===== config.mk =====
export PLATFORM = sky130hd
export DESIGN_NAME = pwm_clock_select_sync
export DESIGN_NICKNAME = d
export VERILOG_FILES = /design/src/rtl/pwm_clk_pkg.sv /design/src/rtl/pwm_channel.sv /design/src/rtl/pwm_clock_select_sync.sv
export VERILOG_INCLUDE_DIRS = /design/src /design/src/rtl
export SDC_FILE = /design/constraint.sdc
export NUM_CORES = 1
export LEC_CHECK = 0
export ABC_CLOCK_PERIOD_IN_PS = 12730
export BUFFER_PORTS_ARGS = -buffer_cell sky130_fd_sc_hd__buf_2
export CAP_MARGIN = 5
export CELL_PAD_IN_SITES_DETAIL_PLACEMENT = 2
export CELL_PAD_IN_SITES_GLOBAL_PLACEMENT = 2
export CORE_UTILIZATION = 38
export DETAILED_ROUTE_END_ITERATION = 8
export GPL_ROUTABILITY_DRIVEN = 1
export PLACE_DENSITY = 0.82
export SLEW_MARGIN = 20
export SYNTH_ARGS = -nofsm -noshare
export SYNTH_HDL_FRONTEND = slang
export SYNTH_SLANG_ARGS = --single-unit

===== constraint.sdc =====
create_clock -name clk -period 12.73 [get_ports clk]
set_input_delay 2.546 -clock clk [delete_from_list [all_inputs] [get_ports clk]]
set_output_delay 2.546 -clock clk [all_outputs]
set_load 0.1 [all_outputs]

===== src/rtl/pwm_clk_map.svh =====
`ifndef PWM_CLK_MAP_SVH
`define PWM_CLK_MAP_SVH
`define SWF_OSC_MSB       6
`define SWF_OSC_LSB       4
`define SWF_DIV_MSB       2
`define SWF_DIV_LSB       0
`define SYNC_EXT_EN       0
`define SYNC_MASTER       1
`define SYNC_SLAVE        2
`define SYNC_AUTO_BACK    3
`define OSC_BASE_KHZ      16'hBB80
`define OSC_STEP_KHZ      16'h0C80
`define MIN_OSC_PER_DIV   16'h12C0
`define MAX_FREQ_KHZ      16'h05DC
`define PERIOD_UNIT       8'h10
`define DIV_INVALID       3'h0
`define PCT_FULL          16'h0064
`define CLK_PERIOD_NS     25
`define MIN_ON_NS         40
`define MIN_ON_CYC        ((`MIN_ON_NS + `CLK_PERIOD_NS - 1) / `CLK_PERIOD_NS)
`define MAXD_D1           7'h4E
`define MAXD_D2           7'h56
`define MAXD_D3           7'h54
`define MAXD_D4           7'h59
`define MAXD_D5           7'h58
`define MAXD_D6           7'h58
`define MAXD_D7           7'h56
`endif


===== src/rtl/pwm_clk_pkg.sv =====
package pwm_clk_pkg;
	typedef enum logic [1:0] {st_load, st_int, st_measure, st_ext} clk_state_t;
endpackage : pwm_clk_pkg


===== src/rtl/pwm_channel.sv =====
`timescale 1ns/1ps
`include "pwm_clk_map.svh"
module pwm_channel (
	input  wire logic       clk,
	input  wire logic       nrst,
	input  wire logic       run,
	input  wire logic       wrap,
	input  wire logic [7:0] cnt,
	input  wire logic [7:0] period,
	input  wire logic [6:0] duty_cmd,
	input  wire logic [6:0] duty_limit,
	output logic            pwm_hi,
	output logic            clamped
);
	logic [6:0]  eff;
	logic [15:0] prod;
	logic [7:0]  on_calc;
	logic [7:0]  on_reg;

	always_comb begin
		eff = (duty_cmd > duty_limit) ? duty_limit : duty_cmd;
		prod = {8'h00, period} * {9'h000, eff};
		on_calc = 8'(prod / `PCT_FULL);
		if (eff != 7'h00 && on_calc < 8'(`MIN_ON_CYC)) begin
			on_calc = 8'(`MIN_ON_CYC);
		end
	end

	always_ff @(posedge clk or negedge nrst) begin
		if (!nrst) begin
			on_reg <= 8'h00;
			clamped <= 1'b0;
		end else if (wrap) begin
			on_reg <= on_calc;
			clamped <= duty_cmd > duty_limit;
		end
	end

	always_ff @(posedge clk or negedge nrst) begin
		if (!nrst) begin
			pwm_hi <= 1'b0;
		end else begin
			pwm_hi <= run && (cnt < on_reg);
		end
	end

	a_min_on_time: assert property (@(posedge clk) disable iff (!nrst)
		$rose(pwm_hi) |-> pwm_hi ##1 pwm_hi)
		else $error("pulse shorter than minimum on time");
	a_duty_clamp: assert property (@(posedge clk) disable iff (!nrst)
		wrap |=> ({8'h00, on_reg} * `PCT_FULL
			<= {8'h00, $past(period)} * {9'h000, $past(duty_limit)})
			|| on_reg == 8'(`MIN_ON_CYC))
		else $error("on time exceeds duty limit");
endmodule : pwm_channel


===== src/rtl/pwm_clock_select_sync.sv =====
`timescale 1ns/1ps
`include "pwm_clk_map.svh"
// Behaviour
// - the switching frequency is the oscillator rate over the divider, 1.5MHz fastest, 300KHz slowest.
// - divider code 000 and any setting below 300KHz are rejected and produce no pulses.
// - the maximum duty cycle follows the divider code, 78/86/84/89/88/88/86 percent for 001..111.
// - every high-side pulse lasts at least the 40ns minimum on time.
// - each channel pulse is clamped at its programmed duty limit, unless the 40ns minimum on time is longer.
// - the sync mode setting selects external clock use and master or slave pairing.
// - after power-up the device always runs on its internal clock first.
// - the main clock moves to the external source only when its measured rate is inside the window.
// - without a valid external clock the device stays on the internal clock and ignores the input.
// - with automatic switch-back on, a failed external clock returns the main clock to internal.
// - a master drives clock and sync outputs only after its configuration has loaded.
// - a slave loads configuration on the internal clock, then adopts the master clock.
// - bits 6..4 pick the oscillator from 48MHz down to 25.6MHz and bits 2..0 the divider.
module pwm_clock_select_sync #(
	parameter int NUM_CH        = 3,
	parameter int EXT_NOM_CYC   = 8,
	parameter int MEAS_EDGES    = 16,
	parameter int FAIL_GAP      = 32,
	parameter int CLK_OUT_HALF  = 4
) (
	input  wire logic                  clk,
	input  wire logic                  nrst,
	input  wire logic [7:0]            switching_frequency_select,
	input  wire logic [3:0]            sync_mode_config,
	input  wire logic [6:0]            freq_window_pct,
	input  wire logic                  cfg_loaded,
	input  wire logic                  ext_clk_in,
	input  wire logic [NUM_CH*7-1:0]   duty_cmd,
	input  wire logic [NUM_CH*7-1:0]   channel_duty_limit,
	output logic      [NUM_CH-1:0]     pwm_hi,
	output logic      [NUM_CH-1:0]     duty_clamped,
	output logic      [15:0]           pwm_freq_khz,
	output logic      [6:0]            max_duty_pct,
	output logic                       freq_cfg_valid,
	output logic                       on_external,
	output logic                       clk_out,
	output logic                       clk_out_oe,
	output logic                       sync_out,
	output logic                       sync_out_oe
);
	pwm_clk_pkg::clk_state_t state_reg;
	pwm_clk_pkg::clk_state_t state_next;
	logic [2:0]  osc_code;
	logic [2:0]  div_code;
	logic [15:0] osc_khz;
	logic [15:0] div_plus;
	logic        cfg_ok;
	logic        ext_en;
	logic        is_master;
	logic        is_slave;
	logic        auto_back;
	logic        ext_s1_reg;
	logic        ext_s2_reg;
	logic        ext_s3_reg;
	logic        ext_rise;
	logic [7:0]  gap_reg;
	logic        ext_dead;
	logic [4:0]  edge_cnt_reg;
	logic [11:0] meas_cnt_reg;
	logic [11:0] nom_total;
	logic [11:0] diff;
	logic        meas_done;
	logic        meas_pass;
	logic        use_ext_reg;
	logic        tick;
	logic        wrap;
	logic        run;
	logic [7:0]  cnt_reg;
	logic [7:0]  period_reg;
	logic [7:0]  half_cnt_reg;
	logic        master_on;

	always_comb begin
		osc_code = switching_frequency_select[`SWF_OSC_MSB:`SWF_OSC_LSB];
		div_code = switching_frequency_select[`SWF_DIV_MSB:`SWF_DIV_LSB];
		osc_khz = 16'(`OSC_BASE_KHZ - `OSC_STEP_KHZ * {13'h0000, osc_code});
		div_plus = {13'h0000, div_code} + 16'h0001;
		cfg_ok = div_code != `DIV_INVALID
			&& osc_khz >= 16'(`MIN_OSC_PER_DIV * div_plus);
		ext_en = sync_mode_config[`SYNC_EXT_EN];
		is_master = sync_mode_config[`SYNC_MASTER];
		is_slave = sync_mode_config[`SYNC_SLAVE];
		auto_back = sync_mode_config[`SYNC_AUTO_BACK];
	end

	always_ff @(posedge clk or negedge nrst) begin
		if (!nrst) begin
			pwm_freq_khz <= 16'h0000;
			freq_cfg_valid <= 1'b0;
			max_duty_pct <= 7'h00;
		end else begin
			freq_cfg_valid <= cfg_ok;
			pwm_freq_khz <= cfg_ok ? 16'(osc_khz / 16'(`PERIOD_UNIT * div_plus)) : 16'h0000;
			case (div_code)
				3'h1: max_duty_pct <= `MAXD_D1;
				3'h2: max_duty_pct <= `MAXD_D2;
				3'h3: max_duty_pct <= `MAXD_D3;
				3'h4: max_duty_pct <= `MAXD_D4;
				3'h5: max_duty_pct <= `MAXD_D5;
				3'h6: max_duty_pct <= `MAXD_D6;
				3'h7: max_duty_pct <= `MAXD_D7;
				default: max_duty_pct <= 7'h00;
			endcase
		end
	end

	// external clock pin synchroniser and edge finder
	always_ff @(posedge clk or negedge nrst) begin
		if (!nrst) begin
			ext_s1_reg <= 1'b0;
			ext_s2_reg <= 1'b0;
			ext_s3_reg <= 1'b0;
		end else begin
			ext_s1_reg <= ext_clk_in;
			ext_s2_reg <= ext_s1_reg;
			ext_s3_reg <= ext_s2_reg;
		end
	end
	assign ext_rise = ext_s2_reg && !ext_s3_reg;
	assign ext_dead = gap_reg >= 8'(FAIL_GAP);

	always_ff @(posedge clk or negedge nrst) begin
		if (!nrst) begin
			gap_reg <= 8'h00;
		end else if (ext_rise) begin
			gap_reg <= 8'h00;
		end else if (!ext_dead) begin
			gap_reg <= gap_reg + 8'h01;
		end
	end

	// frequency detector: clk cycles across MEAS_EDGES external periods
	always_comb begin
		nom_total = 12'(EXT_NOM_CYC * MEAS_EDGES);
		diff = (meas_cnt_reg > nom_total) ? meas_cnt_reg - nom_total : nom_total - meas_cnt_reg;
		meas_done = state_reg == pwm_clk_pkg::st_measure && ext_rise
			&& edge_cnt_reg == 5'(MEAS_EDGES);
		meas_pass = {8'h00, diff} * 20'h00064 <= {8'h00, nom_total} * {13'h0000, freq_window_pct};
	end

	always_ff @(posedge clk or negedge nrst) begin
		if (!nrst) begin
			edge_cnt_reg <= 5'h00;
			meas_cnt_reg <= 12'h000;
		end else if (state_reg != pwm_clk_pkg::st_measure) begin
			edge_cnt_reg <= 5'h00;
			meas_cnt_reg <= 12'h000;
		end else begin
			if (ext_rise) begin
				edge_cnt_reg <= edge_cnt_reg + 5'h01;
			end
			if (edge_cnt_reg != 5'h00 && meas_cnt_reg != 12'hFFF) begin
				meas_cnt_reg <= meas_cnt_reg + 12'h001;
			end
		end
	end

	always_comb begin
		state_next = state_reg;
		case (state_reg)
			pwm_clk_pkg::st_load: begin
				if (cfg_loaded) begin
					state_next = (ext_en || is_slave) ? pwm_clk_pkg::st_measure
						: pwm_clk_pkg::st_int;
				end
			end
			pwm_clk_pkg::st_measure: begin
				if (ext_dead) begin
					state_next = pwm_clk_pkg::st_int;
				end else if (meas_done) begin
					state_next = meas_pass ? pwm_clk_pkg::st_ext : pwm_clk_pkg::st_int;
				end
			end
			pwm_clk_pkg::st_ext: begin
				if (ext_dead && auto_back) begin
					state_next = pwm_clk_pkg::st_int;
				end
			end
			default: state_next = state_reg;
		endcase
	end

	always_ff @(posedge clk or negedge nrst) begin
		if (!nrst) begin
			state_reg <= pwm_clk_pkg::st_load;
		end else begin
			state_reg <= state_next;
		end
	end

	// source change only at a period wrap, or while the external clock is stalled
	always_ff @(posedge clk or negedge nrst) begin
		if (!nrst) begin
			use_ext_reg <= 1'b0;
		end else if (state_reg == pwm_clk_pkg::st_ext && wrap) begin
			use_ext_reg <= 1'b1;
		end else if (state_reg != pwm_clk_pkg::st_ext && (wrap || ext_dead)) begin
			use_ext_reg <= 1'b0;
		end
	end
	assign on_external = use_ext_reg;

	always_comb begin
		run = state_reg != pwm_clk_pkg::st_load && freq_cfg_valid;
		tick = use_ext_reg ? ext_rise : 1'b1;
		wrap = run && tick && cnt_reg == period_reg - 8'h01;
	end

	always_ff @(posedge clk or negedge nrst) begin
		if (!nrst) begin
			cnt_reg <= 8'h00;
			period_reg <= `PERIOD_UNIT;
		end else if (!run || wrap) begin
			cnt_reg <= 8'h00;
			period_reg <= 8'(`PERIOD_UNIT * ({5'h00, div_code} + 8'h01));
		end else if (tick) begin
			cnt_reg <= cnt_reg + 8'h01;
		end
	end

	genvar ch;
	generate
		for (ch = 0; ch < NUM_CH; ch++) begin : g_ch
			pwm_channel u_ch (
				.clk        (clk),
				.nrst       (nrst),
				.run        (run),
				.wrap       (wrap),
				.cnt        (cnt_reg),
				.period     (period_reg),
				.duty_cmd   (duty_cmd[ch*7 +: 7]),
				.duty_limit (channel_duty_limit[ch*7 +: 7]),
				.pwm_hi     (pwm_hi[ch]),
				.clamped    (duty_clamped[ch])
			);
		end
	endgenerate

	// master clock and sync outputs
	assign master_on = is_master && state_reg != pwm_clk_pkg::st_load;
	assign clk_out_oe = master_on;
	assign sync_out_oe = master_on;

	always_ff @(posedge clk or negedge nrst) begin
		if (!nrst) begin
			clk_out <= 1'b0;
			half_cnt_reg <= 8'h00;
			sync_out <= 1'b0;
		end else begin
			sync_out <= master_on && wrap;
			if (!master_on) begin
				clk_out <= 1'b0;
				half_cnt_reg <= 8'h00;
			end else if (tick) begin
				if (half_cnt_reg == 8'(CLK_OUT_HALF - 1)) begin
					half_cnt_reg <= 8'h00;
					clk_out <= !clk_out;
				end else begin
					half_cnt_reg <= half_cnt_reg + 8'h01;
				end
			end
		end
	end

	a_start_internal: assert property (@(posedge clk) disable iff (!nrst)
		state_reg == pwm_clk_pkg::st_load |-> !use_ext_reg)
		else $error("external clock in use before load finished");
	a_ext_needs_pass: assert property (@(posedge clk) disable iff (!nrst)
		$rose(use_ext_reg) |-> $past(state_reg == pwm_clk_pkg::st_ext))
		else $error("switched to external without a passing measurement");
	a_switch_at_wrap: assert property (@(posedge clk) disable iff (!nrst)
		$changed(use_ext_reg) |-> $past(wrap) || $past(ext_dead))
		else $error("source changed mid period");
	a_stay_internal: assert property (@(posedge clk) disable iff (!nrst)
		(state_reg == pwm_clk_pkg::st_int && !use_ext_reg) |=> !use_ext_reg)
		else $error("internal mode picked up external clock");
	a_switch_back: assert property (@(posedge clk) disable iff (!nrst)
		(state_reg == pwm_clk_pkg::st_ext && ext_dead && auto_back)
			|=> state_reg == pwm_clk_pkg::st_int ##[0:130] !use_ext_reg)
		else $error("no switch back after clock failure");
	a_master_gate: assert property (@(posedge clk) disable iff (!nrst)
		(clk_out || sync_out || clk_out_oe) |-> $past(state_reg != pwm_clk_pkg::st_load)
			|| state_reg != pwm_clk_pkg::st_load)
		else $error("master outputs before configuration loaded");
	a_sync_on_wrap: assert property (@(posedge clk) disable iff (!nrst)
		$rose(sync_out) |-> $past(wrap) ##1 !sync_out)
		else $error("sync pulse not tied to period start");
	a_div_reject: assert property (@(posedge clk) disable iff (!nrst)
		div_code == `DIV_INVALID |=> !freq_cfg_valid && pwm_freq_khz == 16'h0000)
		else $error("invalid divider accepted");
	a_freq_bound: assert property (@(posedge clk) disable iff (!nrst)
		freq_cfg_valid |-> pwm_freq_khz <= `MAX_FREQ_KHZ)
		else $error("switching frequency above maximum");
	a_pwm_off_load: assert property (@(posedge clk) disable iff (!nrst)
		state_reg == pwm_clk_pkg::st_load |=> pwm_hi == '0)
		else $error("pulses while configuration loading");
endmodule : pwm_clock_select_sync


==> results of run 1 <==
==> timing repair <==
action | 4_1_cts
pin swaps | 94
endpoints found under the setup margin | 20
resized for setup | 202
setup buffers | 116
hold buffers | 0
==> kinds of logic after synthesis <==
kind of cell,share of synthesized area [%]
AOI/OAI and AO/OA,25.8
xor gates and xnor gates,8.07
adders and majority gates,19.7
buffers and inverters,5.35
DFF,14.0
muxes,3.76
other,0.0198
and+or+nand+nor,23.2
==> through the flow <==
stage | setup TNS, ns | hold WS, ns | instance area (sq um) | cells
2_1_floorplan | -35.47 | 0.331 | 19300 | 2479
3_3_place_gp | -30.39 | 0.346 | 23200 | 3552
3_5_place_dp | -54.37 | 0.371 | 23200 | 3552
4_1_cts | -41.83 | 0.397 | 25200 | 3680
==> routing by layer <==
layer | overflow | track usage [%]
met1 | 1 | 68.7
met2 | 52 | 92.5
met3 | 0 | 49.1
met4 | 30 | 74.3
met5 | 0 | 22.1
==> cells in the mapped netlist, drive strengths merged, types with 26 or more instances <==
cell type	instances	share of area, %
o21a	39	1.5
a31oi	26	0.94
a21oi	166	4.4
o211ai	30	1.2
and2	32	1.1
nor2	237	4.7
o21ai	159	4.2
dfrtp	105	14
clkbuf	58	1.1
o22ai	27	0.89
fa	38	4.0
nor2b	51	1.7
mux2i	40	2.1
mux2	26	1.6
nand4	32	1.1
a21o	40	1.6
inv	184	3.6
nor3	73	2.0
xor2	57	2.6
nand2	219	4.4
xnor2	114	5.3
ha	234	15
nand3	63	1.7
a211oi	34	1.5
nand2b	56	1.9
==> impl_metrics.xml, run 1 <==
<?xml version="1.0" encoding="UTF-8"?>
<metrics>
  <group name="die">
    <metric name="floorplan.die.width" unit="microns">225</metric>
    <metric name="floorplan.io_pins" unit="">100</metric>
    <metric name="floorplan_die_height" unit="microns">225</metric>
    <metric name="start_util" unit="%">38.6</metric>
    <metric name="number_of_core_rows" unit="">81</metric>
  </group>
  <group name="synthesis">
    <metric name="synth-main-ff-cell" unit="">sky130_fd_sc_hd__dfrtp_1</metric>
    <metric name="ys_seq_area_share" unit="%">14.0</metric>
    <metric name="synth-warning-count" unit="">0</metric>
    <metric name="ys_ff_latch" unit="">106</metric>
    <metric name="synth_async_sr_flop_share" unit="%">100</metric>
    <metric name="syn_nets" unit="">2816</metric>
    <metric name="netlist_instances" unit="">2479</metric>
    <metric name="mappedNetlistArea" unit="sq mm">0.0189</metric>
    <metric name="synth-edff-count" unit="">0</metric>
    <metric name="synth.avg_cell_area" unit="sq um">7.64</metric>
    <metric name="synth.distinct_cells" unit="">119</metric>
  </group>
  <group name="clock_network">
    <metric name="clk_root_buffer_cell" unit="">sky130_fd_sc_hd__clkbuf_16</metric>
    <metric name="cts-buffers-inserted" unit="">9</metric>
    <metric name="clockBufferDepth" unit="">2</metric>
    <metric name="cts.htree.levels" unit="">3</metric>
    <metric name="clock_sink_count" unit="">106</metric>
  </group>
  <group name="global_route">
    <metric name="grt_start_max_net_pins" unit="">63</metric>
    <metric name="grt_use_total" unit="%">70.6</metric>
    <metric name="grt.overflow.total" unit="">83</metric>
  </group>
  <group name="status">
    <metric name="stop_stage" unit="">5_1_grt</metric>
    <metric name="outcome" unit="">did not finish</metric>
    <metric name="first-error" unit="">[ERROR GRT-0232] Routing congestion too high. Check the congestion heatmap in the GUI.</metric>
  </group>
  <group name="place">
    <metric name="port-buffer-count" unit="">96</metric>
    <metric name="dp_hpwl" unit="mm">74.8</metric>
    <metric name="post_place_worst_slack" unit="ns">-10.61</metric>
    <metric name="gpl.final_weighted_congestion" unit="">0.896</metric>
  </group>
</metrics>
==> inputs of run 2 (changes only) <==
CELL_PAD_IN_SITES_DETAIL_PLACEMENT = unset   (was 2)
CELL_PAD_IN_SITES_GLOBAL_PLACEMENT = unset   (was 2)
CORE_UTILIZATION = 30   (was 38)
PLACE_DENSITY = unset   (was 0.82)
PLACE_DENSITY_LB_ADDON = 0.15   (was unset)
==> run 2 against run 1 <==
The flow now finishes, with violations (setup timing). Synthesized cell count unchanged. Area after synthesis unchanged.
==> impl_metrics.xml, run 2 <==
<?xml version="1.0" encoding="UTF-8"?>
<metrics>
  <group name="worst_setup_path">
    <metric name="timing.critical_path.slowest_cell_delay" unit="ns">0.50</metric>
    <metric name="worst_path_max_delay_cell" unit="">sky130_fd_sc_hd__or4_4</metric>
    <metric name="critPathArrivalTime" unit="ns">20.78</metric>
    <metric name="cp_common_cell" unit="">sky130_fd_sc_hd__buf_4</metric>
    <metric name="cp.required" unit="ns">12.99</metric>
    <metric name="setup.worst_path.end_class" unit="">register</metric>
    <metric name="crit_fanout" unit="">5</metric>
    <metric name="critical_path.startpoint_type" unit="">input port</metric>
    <metric name="timing_worst_setup_path_type" unit="">input port to register</metric>
  </group>
  <group name="global_route">
    <metric name="grt_start_max_net_pins" unit="">55</metric>
    <metric name="grt_use_total" unit="%">18.8</metric>
    <metric name="number_of_antenna_violations_at_the_first_check_in_global_routing" unit="">2</metric>
    <metric name="grt_pass1_vias" unit="">20100</metric>
    <metric name="grt.overflow.total" unit="">0</metric>
    <metric name="grt_first_pass_wirelength" unit="mm">99.7</metric>
  </group>
  <group name="timing">
    <metric name="timing.setup.tns" unit="ns">-30.18</metric>
    <metric name="max_freq" unit="MHz">48.7</metric>
    <metric name="tightest_slew" unit="ns">0.939</metric>
    <metric name="whs" unit="ns">0.355</metric>
    <metric name="relSlewSlack" unit="%">37.0</metric>
    <metric name="endpoints_failing_setup" unit="">6</metric>
    <metric name="setup_slack" unit="ns">-7.80</metric>
    <metric name="setup_repair_after_global_routing_missed_its_margin" unit="">true</metric>
    <metric name="layout_worst_path_cycle_share" unit="%">161</metric>
    <metric name="period_minus_slack" unit="ns">20.53</metric>
    <metric name="hold_violations" unit="">0</metric>
    <metric name="final-max-slew-violation-count" unit="">0</metric>
    <metric name="finalClockSkew" unit="ns">0.00759</metric>
  </group>
  <group name="drt">
    <metric name="route.detailed.wl_per_inst" unit="microns">15.6</metric>
    <metric name="avgViaCountPerCell" unit="">5.22</metric>
    <metric name="ant_nets" unit="">0</metric>
    <metric name="drt_first_iter_violations" unit="">1055</metric>
    <metric name="wirelength" unit="mm">60.2</metric>
    <metric name="post-route-drc-count" unit="">0</metric>
    <metric name="drt-pass1-iter-count" unit="">5</metric>
    <metric name="dr_total_vias" unit="">20100</metric>
  </group>
  <group name="synthesis">
    <metric name="synth_area_leader_cell" unit="">sky130_fd_sc_hd__ha_1</metric>
    <metric name="mappedNetlistArea" unit="sq mm">0.0189</metric>
    <metric name="synth_most_common_cell" unit="">sky130_fd_sc_hd__nor2_1</metric>
    <metric name="synth-main-ff-cell" unit="">sky130_fd_sc_hd__dfrtp_1</metric>
    <metric name="ys_seq_area_share" unit="%">14.0</metric>
    <metric name="synth.distinct_cells" unit="">119</metric>
    <metric name="synth_async_sr_flop_share" unit="%">100</metric>
    <metric name="synthTopCellsByCount" unit="">sky130_fd_sc_hd__nor2_1 (236), sky130_fd_sc_hd__ha_1 (234), sky130_fd_sc_hd__nand2_1 (217)</metric>
    <metric name="synth.avg_cell_area" unit="sq um">7.64</metric>
    <metric name="ys_ff_latch" unit="">106</metric>
    <metric name="syn_nets" unit="">2816</metric>
    <metric name="synth_top_cell_area_share" unit="%">15.5</metric>
    <metric name="synth-warning-count" unit="">0</metric>
    <metric name="synth.top_cells.by_area" unit="">sky130_fd_sc_hd__ha_1 (15%), sky130_fd_sc_hd__dfrtp_1 (14%), sky130_fd_sc_hd__xnor2_1 (5.2%), sky130_fd_sc_hd__nor2_1 (4.7%), sky130_fd_sc_hd__a21oi_1 (4.4%)</metric>
    <metric name="netlist_instances" unit="">2479</metric>
    <metric name="synth-edff-count" unit="">0</metric>
  </group>
  <group name="die">
    <metric name="floorplan.die.width" unit="microns">253</metric>
    <metric name="core_area" unit="sq mm">0.0621</metric>
    <metric name="start_util" unit="%">30.5</metric>
    <metric name="floorplan_die_height" unit="microns">253</metric>
    <metric name="number_of_core_rows" unit="">91</metric>
    <metric name="design.die.area" unit="sq mm">0.0641</metric>
    <metric name="floorplan.io_pins" unit="">100</metric>
  </group>
  <group name="final_layout">
    <metric name="n_fill_cell" unit="">6315</metric>
    <metric name="area.growth.synth_to_final" unit="%">32.1</metric>
    <metric name="post_route_cells_drive_above_1_share" unit="%">27.0</metric>
    <metric name="most_common_library_cell_in_the_layout_ignoring_fill_and_taps" unit="">sky130_fd_sc_hd__buf_4</metric>
    <metric name="mostFrequentLayoutCells" unit="">sky130_fd_sc_hd__buf_4 (481), sky130_fd_sc_hd__nor2_1 (230), sky130_fd_sc_hd__ha_1 (216)</metric>
    <metric name="largest_register_ffs" unit="">24</metric>
    <metric name="final_net_count" unit="">3350</metric>
  </group>
  <group name="status">
    <metric name="outcome" unit="">complete, but fails checks</metric>
    <metric name="violations" unit="">setup timing</metric>
  </group>
  <group name="worst_hold_path">
    <metric name="hp-class" unit="">register to register</metric>
  </group>
  <group name="clock_network">
    <metric name="cts-buffers-inserted" unit="">9</metric>
    <metric name="clkSlewWorstSetupHoldPaths" unit="ns">0.08</metric>
    <metric name="clk_root_buffer_cell" unit="">sky130_fd_sc_hd__clkbuf_16</metric>
    <metric name="cts_hold_repair.buffers" unit="">0</metric>
    <metric name="cts.htree.levels" unit="">3</metric>
    <metric name="tritoncts" unit="">done</metric>
    <metric name="clock_sink_count" unit="">106</metric>
    <metric name="clock_latency" unit="ns">0.39</metric>
    <metric name="clockBufferDepth" unit="">2</metric>
  </group>
  <group name="place">
    <metric name="gpl.final_weighted_congestion" unit="">0.900</metric>
    <metric name="dp_hpwl" unit="mm">47.5</metric>
    <metric name="port-buffer-count" unit="">96</metric>
  </group>
  <group name="flow_run">
    <metric name="cap_violations" unit="">0</metric>
  </group>
</metrics>
run 2: cell counts after synthesis:
No cell type changed its count.
run 2: cell type report:
class	instances	area, sq um	share of cell area, %
Sequential cell	106	2650	10.6
Multi-Input combinational cell	2116	16000	63.9
Timing Repair Buffer	594	4310	17.2
Inverter	186	699	2.80
Clock buffer	9	225	0.900
Clock inverter	7	85.1	0.340
Tap cell	837	1050	4.19
Antenna cell	2	5.00	0.0200
run 2: logic make-up (layout without fill, tap and decap cells):
| family | after synthesis | after routing | share of synthesized area (%) |
|---|---|---|---|
| compound gates | 715 | 715 | 25.8 |
| simple gates | 885 | 885 | 23.2 |
| flops | 106 | 106 | 14.0 |
| buf+inv | 257 | 796 | 5.35 |
| mux | 66 | 66 | 3.76 |
| other cells | 1 | 3 | 0.0198 |
| fa+ha+maj | 277 | 277 | 19.7 |
| xor+xnor | 172 | 172 | 8.07 |
run 2: worst max-delay path, delay by kind of cell:
| kind | cells | cell delay (ns) |
|---|---|---|
| xor+xnor | 5 | 0.82 |
| buf+inv | 19 | 1.84 |
| mux | 7 | 1.69 |
| simple gates | 29 | 4.20 |
| fa+ha+maj | 17 | 4.13 |
| compound gates | 38 | 5.52 |
run 2: path summary, 6_finish.rpt:
kind | start | endpoint | slack, ns | cells after the start
worst max-delay path | switching_frequency_select[1] | pwm_freq_khz[0]$_DFF_PN0_ | -7.80 | 115
worst min-delay path | ext_s1_reg$_DFF_PN0_ | ext_s2_reg$_DFF_PN0_ | 0.35 | 0
worst max register to register | period_reg[5]$_DFFE_PN0N_ | g_ch[1].u_ch.on_reg[0]$_DFFE_PN0P_ | 3.48 | 37
worst min register to register | ext_s1_reg$_DFF_PN0_ | ext_s2_reg$_DFF_PN0_ | 0.35 | 0
max in group asynchronous | nrst | pwm_freq_khz[1]$_DFF_PN0_ | 9.23 | 2
min in group asynchronous | nrst | g_ch[0].u_ch.clamped$_DFFE_PN0P_ | 2.19 | 1
run 2: through the flow:
stage / util (%) / instances / cell area [sq um] / worst slack (ns)
6_report: 40.3 / 3857 / 25000 / -7.80
2_1_floorplan: - / 2479 / 19300 / -9.00
3_3_place_gp: 37.8 / 3731 / 23400 / -7.96
5_1_grt: 40.3 / 3855 / 25000 / -8.75
3_5_place_dp: 37.8 / 3731 / 23400 / -8.51
4_1_cts: 39.7 / 3838 / 24600 / -7.71
run 2: per-layer routing:
layer / track usage (%) / vias to the layer above / routed length [microns]
met2: 33.8 / 342 / 30000
met1: 23.9 / 9662 / 27600
met4: 4.54 / 0 / 978
met5: 0 / - / 0
li1: - / 10100 / -
met3: 1.82 / 62 / 1740
run 2: what timing repair did:
item | in CTS | in global routing
gates resized for setup | 50 | 63
setup endpoints to repair | 6 | 19
pin swaps | 48 | 19
buffers inserted | 91 | 22
Power of run 2 is not shown: default switching activity piles up to over one toggle a cycle in this logic, so the estimate is an artifact.
==> inputs of run 3 (changes only) <==
ABC_CLOCK_PERIOD_IN_PS = 21300   (was 12730)
CORE_UTILIZATION = 40   (was 30)
CTS_BUF_LIST = sky130_fd_sc_hd__clkbuf_8 sky130_fd_sc_hd__clkbuf_16   (was unset)
clock period = 21.3 ns   (was 12.73 ns; I/O delays follow)
==> run 3 against run 2 <==
The flow finishes with violations (DRC, setup timing). Sequential share of layout area is 0.72 points higher. Routed wire length is 11% lower. Non-clock buffer count is 152 lower. Worst setup slack better by 6.5 ns. Via count is 3.8% lower. Flip-flop and latch count stayed put. Critical path depth is 2 lower. First-iteration DRC count is 17% higher.
==> impl_metrics.xml, run 3 (synthesized netlist as in run 2, its figures left out) <==
<?xml version="1.0" encoding="UTF-8"?>
<metrics>
  <group name="status">
    <metric name="outcome" unit="">complete, but fails checks</metric>
    <metric name="violations" unit="">DRC, setup timing</metric>
  </group>
  <group name="drt">
    <metric name="dr_total_vias" unit="">19400</metric>
    <metric name="drt_first_iter_violations" unit="">1239</metric>
    <metric name="avgViaCountPerCell" unit="">5.58</metric>
    <metric name="drt-pass1-iter-count" unit="">7</metric>
    <metric name="post-route-drc-count" unit="">6</metric>
    <metric name="ant_nets" unit="">0</metric>
    <metric name="route.detailed.wl_per_inst" unit="microns">15.4</metric>
    <metric name="wirelength" unit="mm">53.6</metric>
  </group>
  <group name="die">
    <metric name="start_util" unit="%">40.6</metric>
    <metric name="number_of_core_rows" unit="">79</metric>
    <metric name="floorplan.io_pins" unit="">100</metric>
    <metric name="core_area" unit="sq mm">0.0467</metric>
    <metric name="design.die.area" unit="sq mm">0.0482</metric>
    <metric name="floorplan.die.width" unit="microns">220</metric>
    <metric name="floorplan_die_height" unit="microns">220</metric>
  </group>
  <group name="final_layout">
    <metric name="stdcell_area" unit="sq mm">0.0234</metric>
    <metric name="n_fill_cell" unit="">4543</metric>
    <metric name="final_net_count" unit="">3198</metric>
    <metric name="post_route_cells_drive_above_1_share" unit="%">21.9</metric>
    <metric name="stdcell_count" unit="">3473</metric>
    <metric name="most_common_library_cell_in_the_layout_ignoring_fill_and_taps" unit="">sky130_fd_sc_hd__buf_4</metric>
    <metric name="largest_register_ffs" unit="">24</metric>
    <metric name="final_util" unit="%">50.2</metric>
    <metric name="mostFrequentLayoutCells" unit="">sky130_fd_sc_hd__buf_4 (332), sky130_fd_sc_hd__nor2_1 (232), sky130_fd_sc_hd__nand2_1 (215), sky130_fd_sc_hd__ha_1 (215), sky130_fd_sc_hd__inv_1 (178)</metric>
    <metric name="antennaDiodeCount" unit="">0</metric>
    <metric name="area.growth.synth_to_final" unit="%">23.7</metric>
  </group>
  <group name="clock_network">
    <metric name="clk_root_buffer_cell" unit="">sky130_fd_sc_hd__clkbuf_16</metric>
    <metric name="clockBufferDepth" unit="">2</metric>
    <metric name="cts.htree.levels" unit="">3</metric>
    <metric name="clkSlewWorstSetupHoldPaths" unit="ns">0.08</metric>
    <metric name="clock_latency" unit="ns">0.39</metric>
    <metric name="tritoncts" unit="">done</metric>
    <metric name="cts-buffers-inserted" unit="">9</metric>
    <metric name="cts_hold_repair.buffers" unit="">0</metric>
    <metric name="clock_sink_count" unit="">106</metric>
  </group>
  <group name="place">
    <metric name="placed_area" unit="sq mm">0.0222</metric>
    <metric name="gpl.final_weighted_congestion" unit="">0.901</metric>
    <metric name="dp.cells" unit="">3380</metric>
    <metric name="port-buffer-count" unit="">96</metric>
    <metric name="dp_hpwl" unit="mm">42.0</metric>
  </group>
  <group name="timing">
    <metric name="tightest_slew" unit="ns">0.948</metric>
    <metric name="final-max-slew-violation-count" unit="">0</metric>
    <metric name="finalClockSkew" unit="ns">0.0173</metric>
    <metric name="setup_repair_after_global_routing_missed_its_margin" unit="">true</metric>
    <metric name="layout_worst_path_cycle_share" unit="%">106</metric>
    <metric name="max_freq" unit="MHz">44.2</metric>
    <metric name="timing.setup.tns" unit="ns">-2.42</metric>
    <metric name="endpoints_failing_setup" unit="">2</metric>
    <metric name="setup_slack" unit="ns">-1.34</metric>
    <metric name="hold_violations" unit="">0</metric>
    <metric name="period_minus_slack" unit="ns">22.64</metric>
    <metric name="relSlewSlack" unit="%">36.4</metric>
  </group>
  <group name="worst_setup_path">
    <metric name="cp.required" unit="ns">21.56</metric>
    <metric name="critical_path.startpoint_type" unit="">input port</metric>
    <metric name="worst_path_max_delay_cell" unit="">sky130_fd_sc_hd__or4_4</metric>
    <metric name="critPathArrivalTime" unit="ns">22.90</metric>
    <metric name="setup.worst_path.end_class" unit="">register</metric>
    <metric name="timing.critical_path.slowest_cell_delay" unit="ns">0.57</metric>
    <metric name="timing_worst_setup_path_type" unit="">input port to register</metric>
    <metric name="crit_fanout" unit="">4</metric>
  </group>
  <group name="global_route">
    <metric name="grt_first_pass_wirelength" unit="mm">90.3</metric>
    <metric name="number_of_antenna_violations_at_the_first_check_in_global_routing" unit="">0</metric>
    <metric name="grt_pass1_vias" unit="">18900</metric>
    <metric name="grt.overflow.total" unit="">0</metric>
    <metric name="grt_use_total" unit="%">22.5</metric>
    <metric name="grt_start_max_net_pins" unit="">68</metric>
  </group>
  <group name="flow_run">
    <metric name="cap_violations" unit="">0</metric>
  </group>
  <group name="worst_hold_path">
    <metric name="hp-class" unit="">register to register</metric>
  </group>
</metrics>
run 3: stage by stage:
stage	worst slack, ns	hold slack [ns]
detailed placement	-2.17	0.343
global placement	-1.83	0.336
floorplan	-2.14	0.331
global route	-2.48	0.382
finish	-1.34	0.367
CTS	-1.24	0.373
run 3: critical path, delay by kind of cell:
family          cells  cell delay [ns]
buf+inv            18             1.62
fa+ha+maj          16             3.85
compound gates     36             5.81
mux                 7             1.97
xor+xnor            5             0.76
simple gates       31             4.60
run 3: worst paths after layout:
kind                                                    start                                  to  slack, ns  cells after the start
worst min register to register           ext_s1_reg$_DFF_PN0_                ext_s2_reg$_DFF_PN0_       0.37                      0
worst min-delay path                     ext_s1_reg$_DFF_PN0_                ext_s2_reg$_DFF_PN0_       0.37                      0
max in group asynchronous                                nrst           max_duty_pct[3]$_DFF_PN0_      16.13                      2
worst max-delay path            switching_frequency_select[1]           pwm_freq_khz[0]$_DFF_PN0_      -1.34                    113
worst max register to register      period_reg[6]$_DFFE_PN0N_  g_ch[2].u_ch.on_reg[0]$_DFFE_PN0P_      10.23                     31
min in group asynchronous                                nrst  g_ch[0].u_ch.on_reg[5]$_DFFE_PN0P_       3.88                      1
run 3: timing repair:
action | 4_1_cts | 5_1_grt
gates resized for setup | 46 | 23
setup buffers | 58 | 20
endpoints found under the setup margin | 2 | 3
pin swaps | 52 | 39
run 3: area by class of cell:
class	count	area (sq um)	area share, %
multi-input cells	2116	15800	67.5
repair buffers	442	3190	13.6
flip-flops and latches	106	2650	11.3
well taps	607	759	3.24
inverters	186	707	3.02
clock buffers	9	225	0.962
clock inverters	7	80.1	0.342
run 3: layer usage:
metal  GRT usage (%)  wire length, microns
met5               0                     0
met4            4.28                   532
met3            2.32                  1920
met2            39.2                 26000
met1            29.9                 25200
Power of run 3 is left out for the same reason.
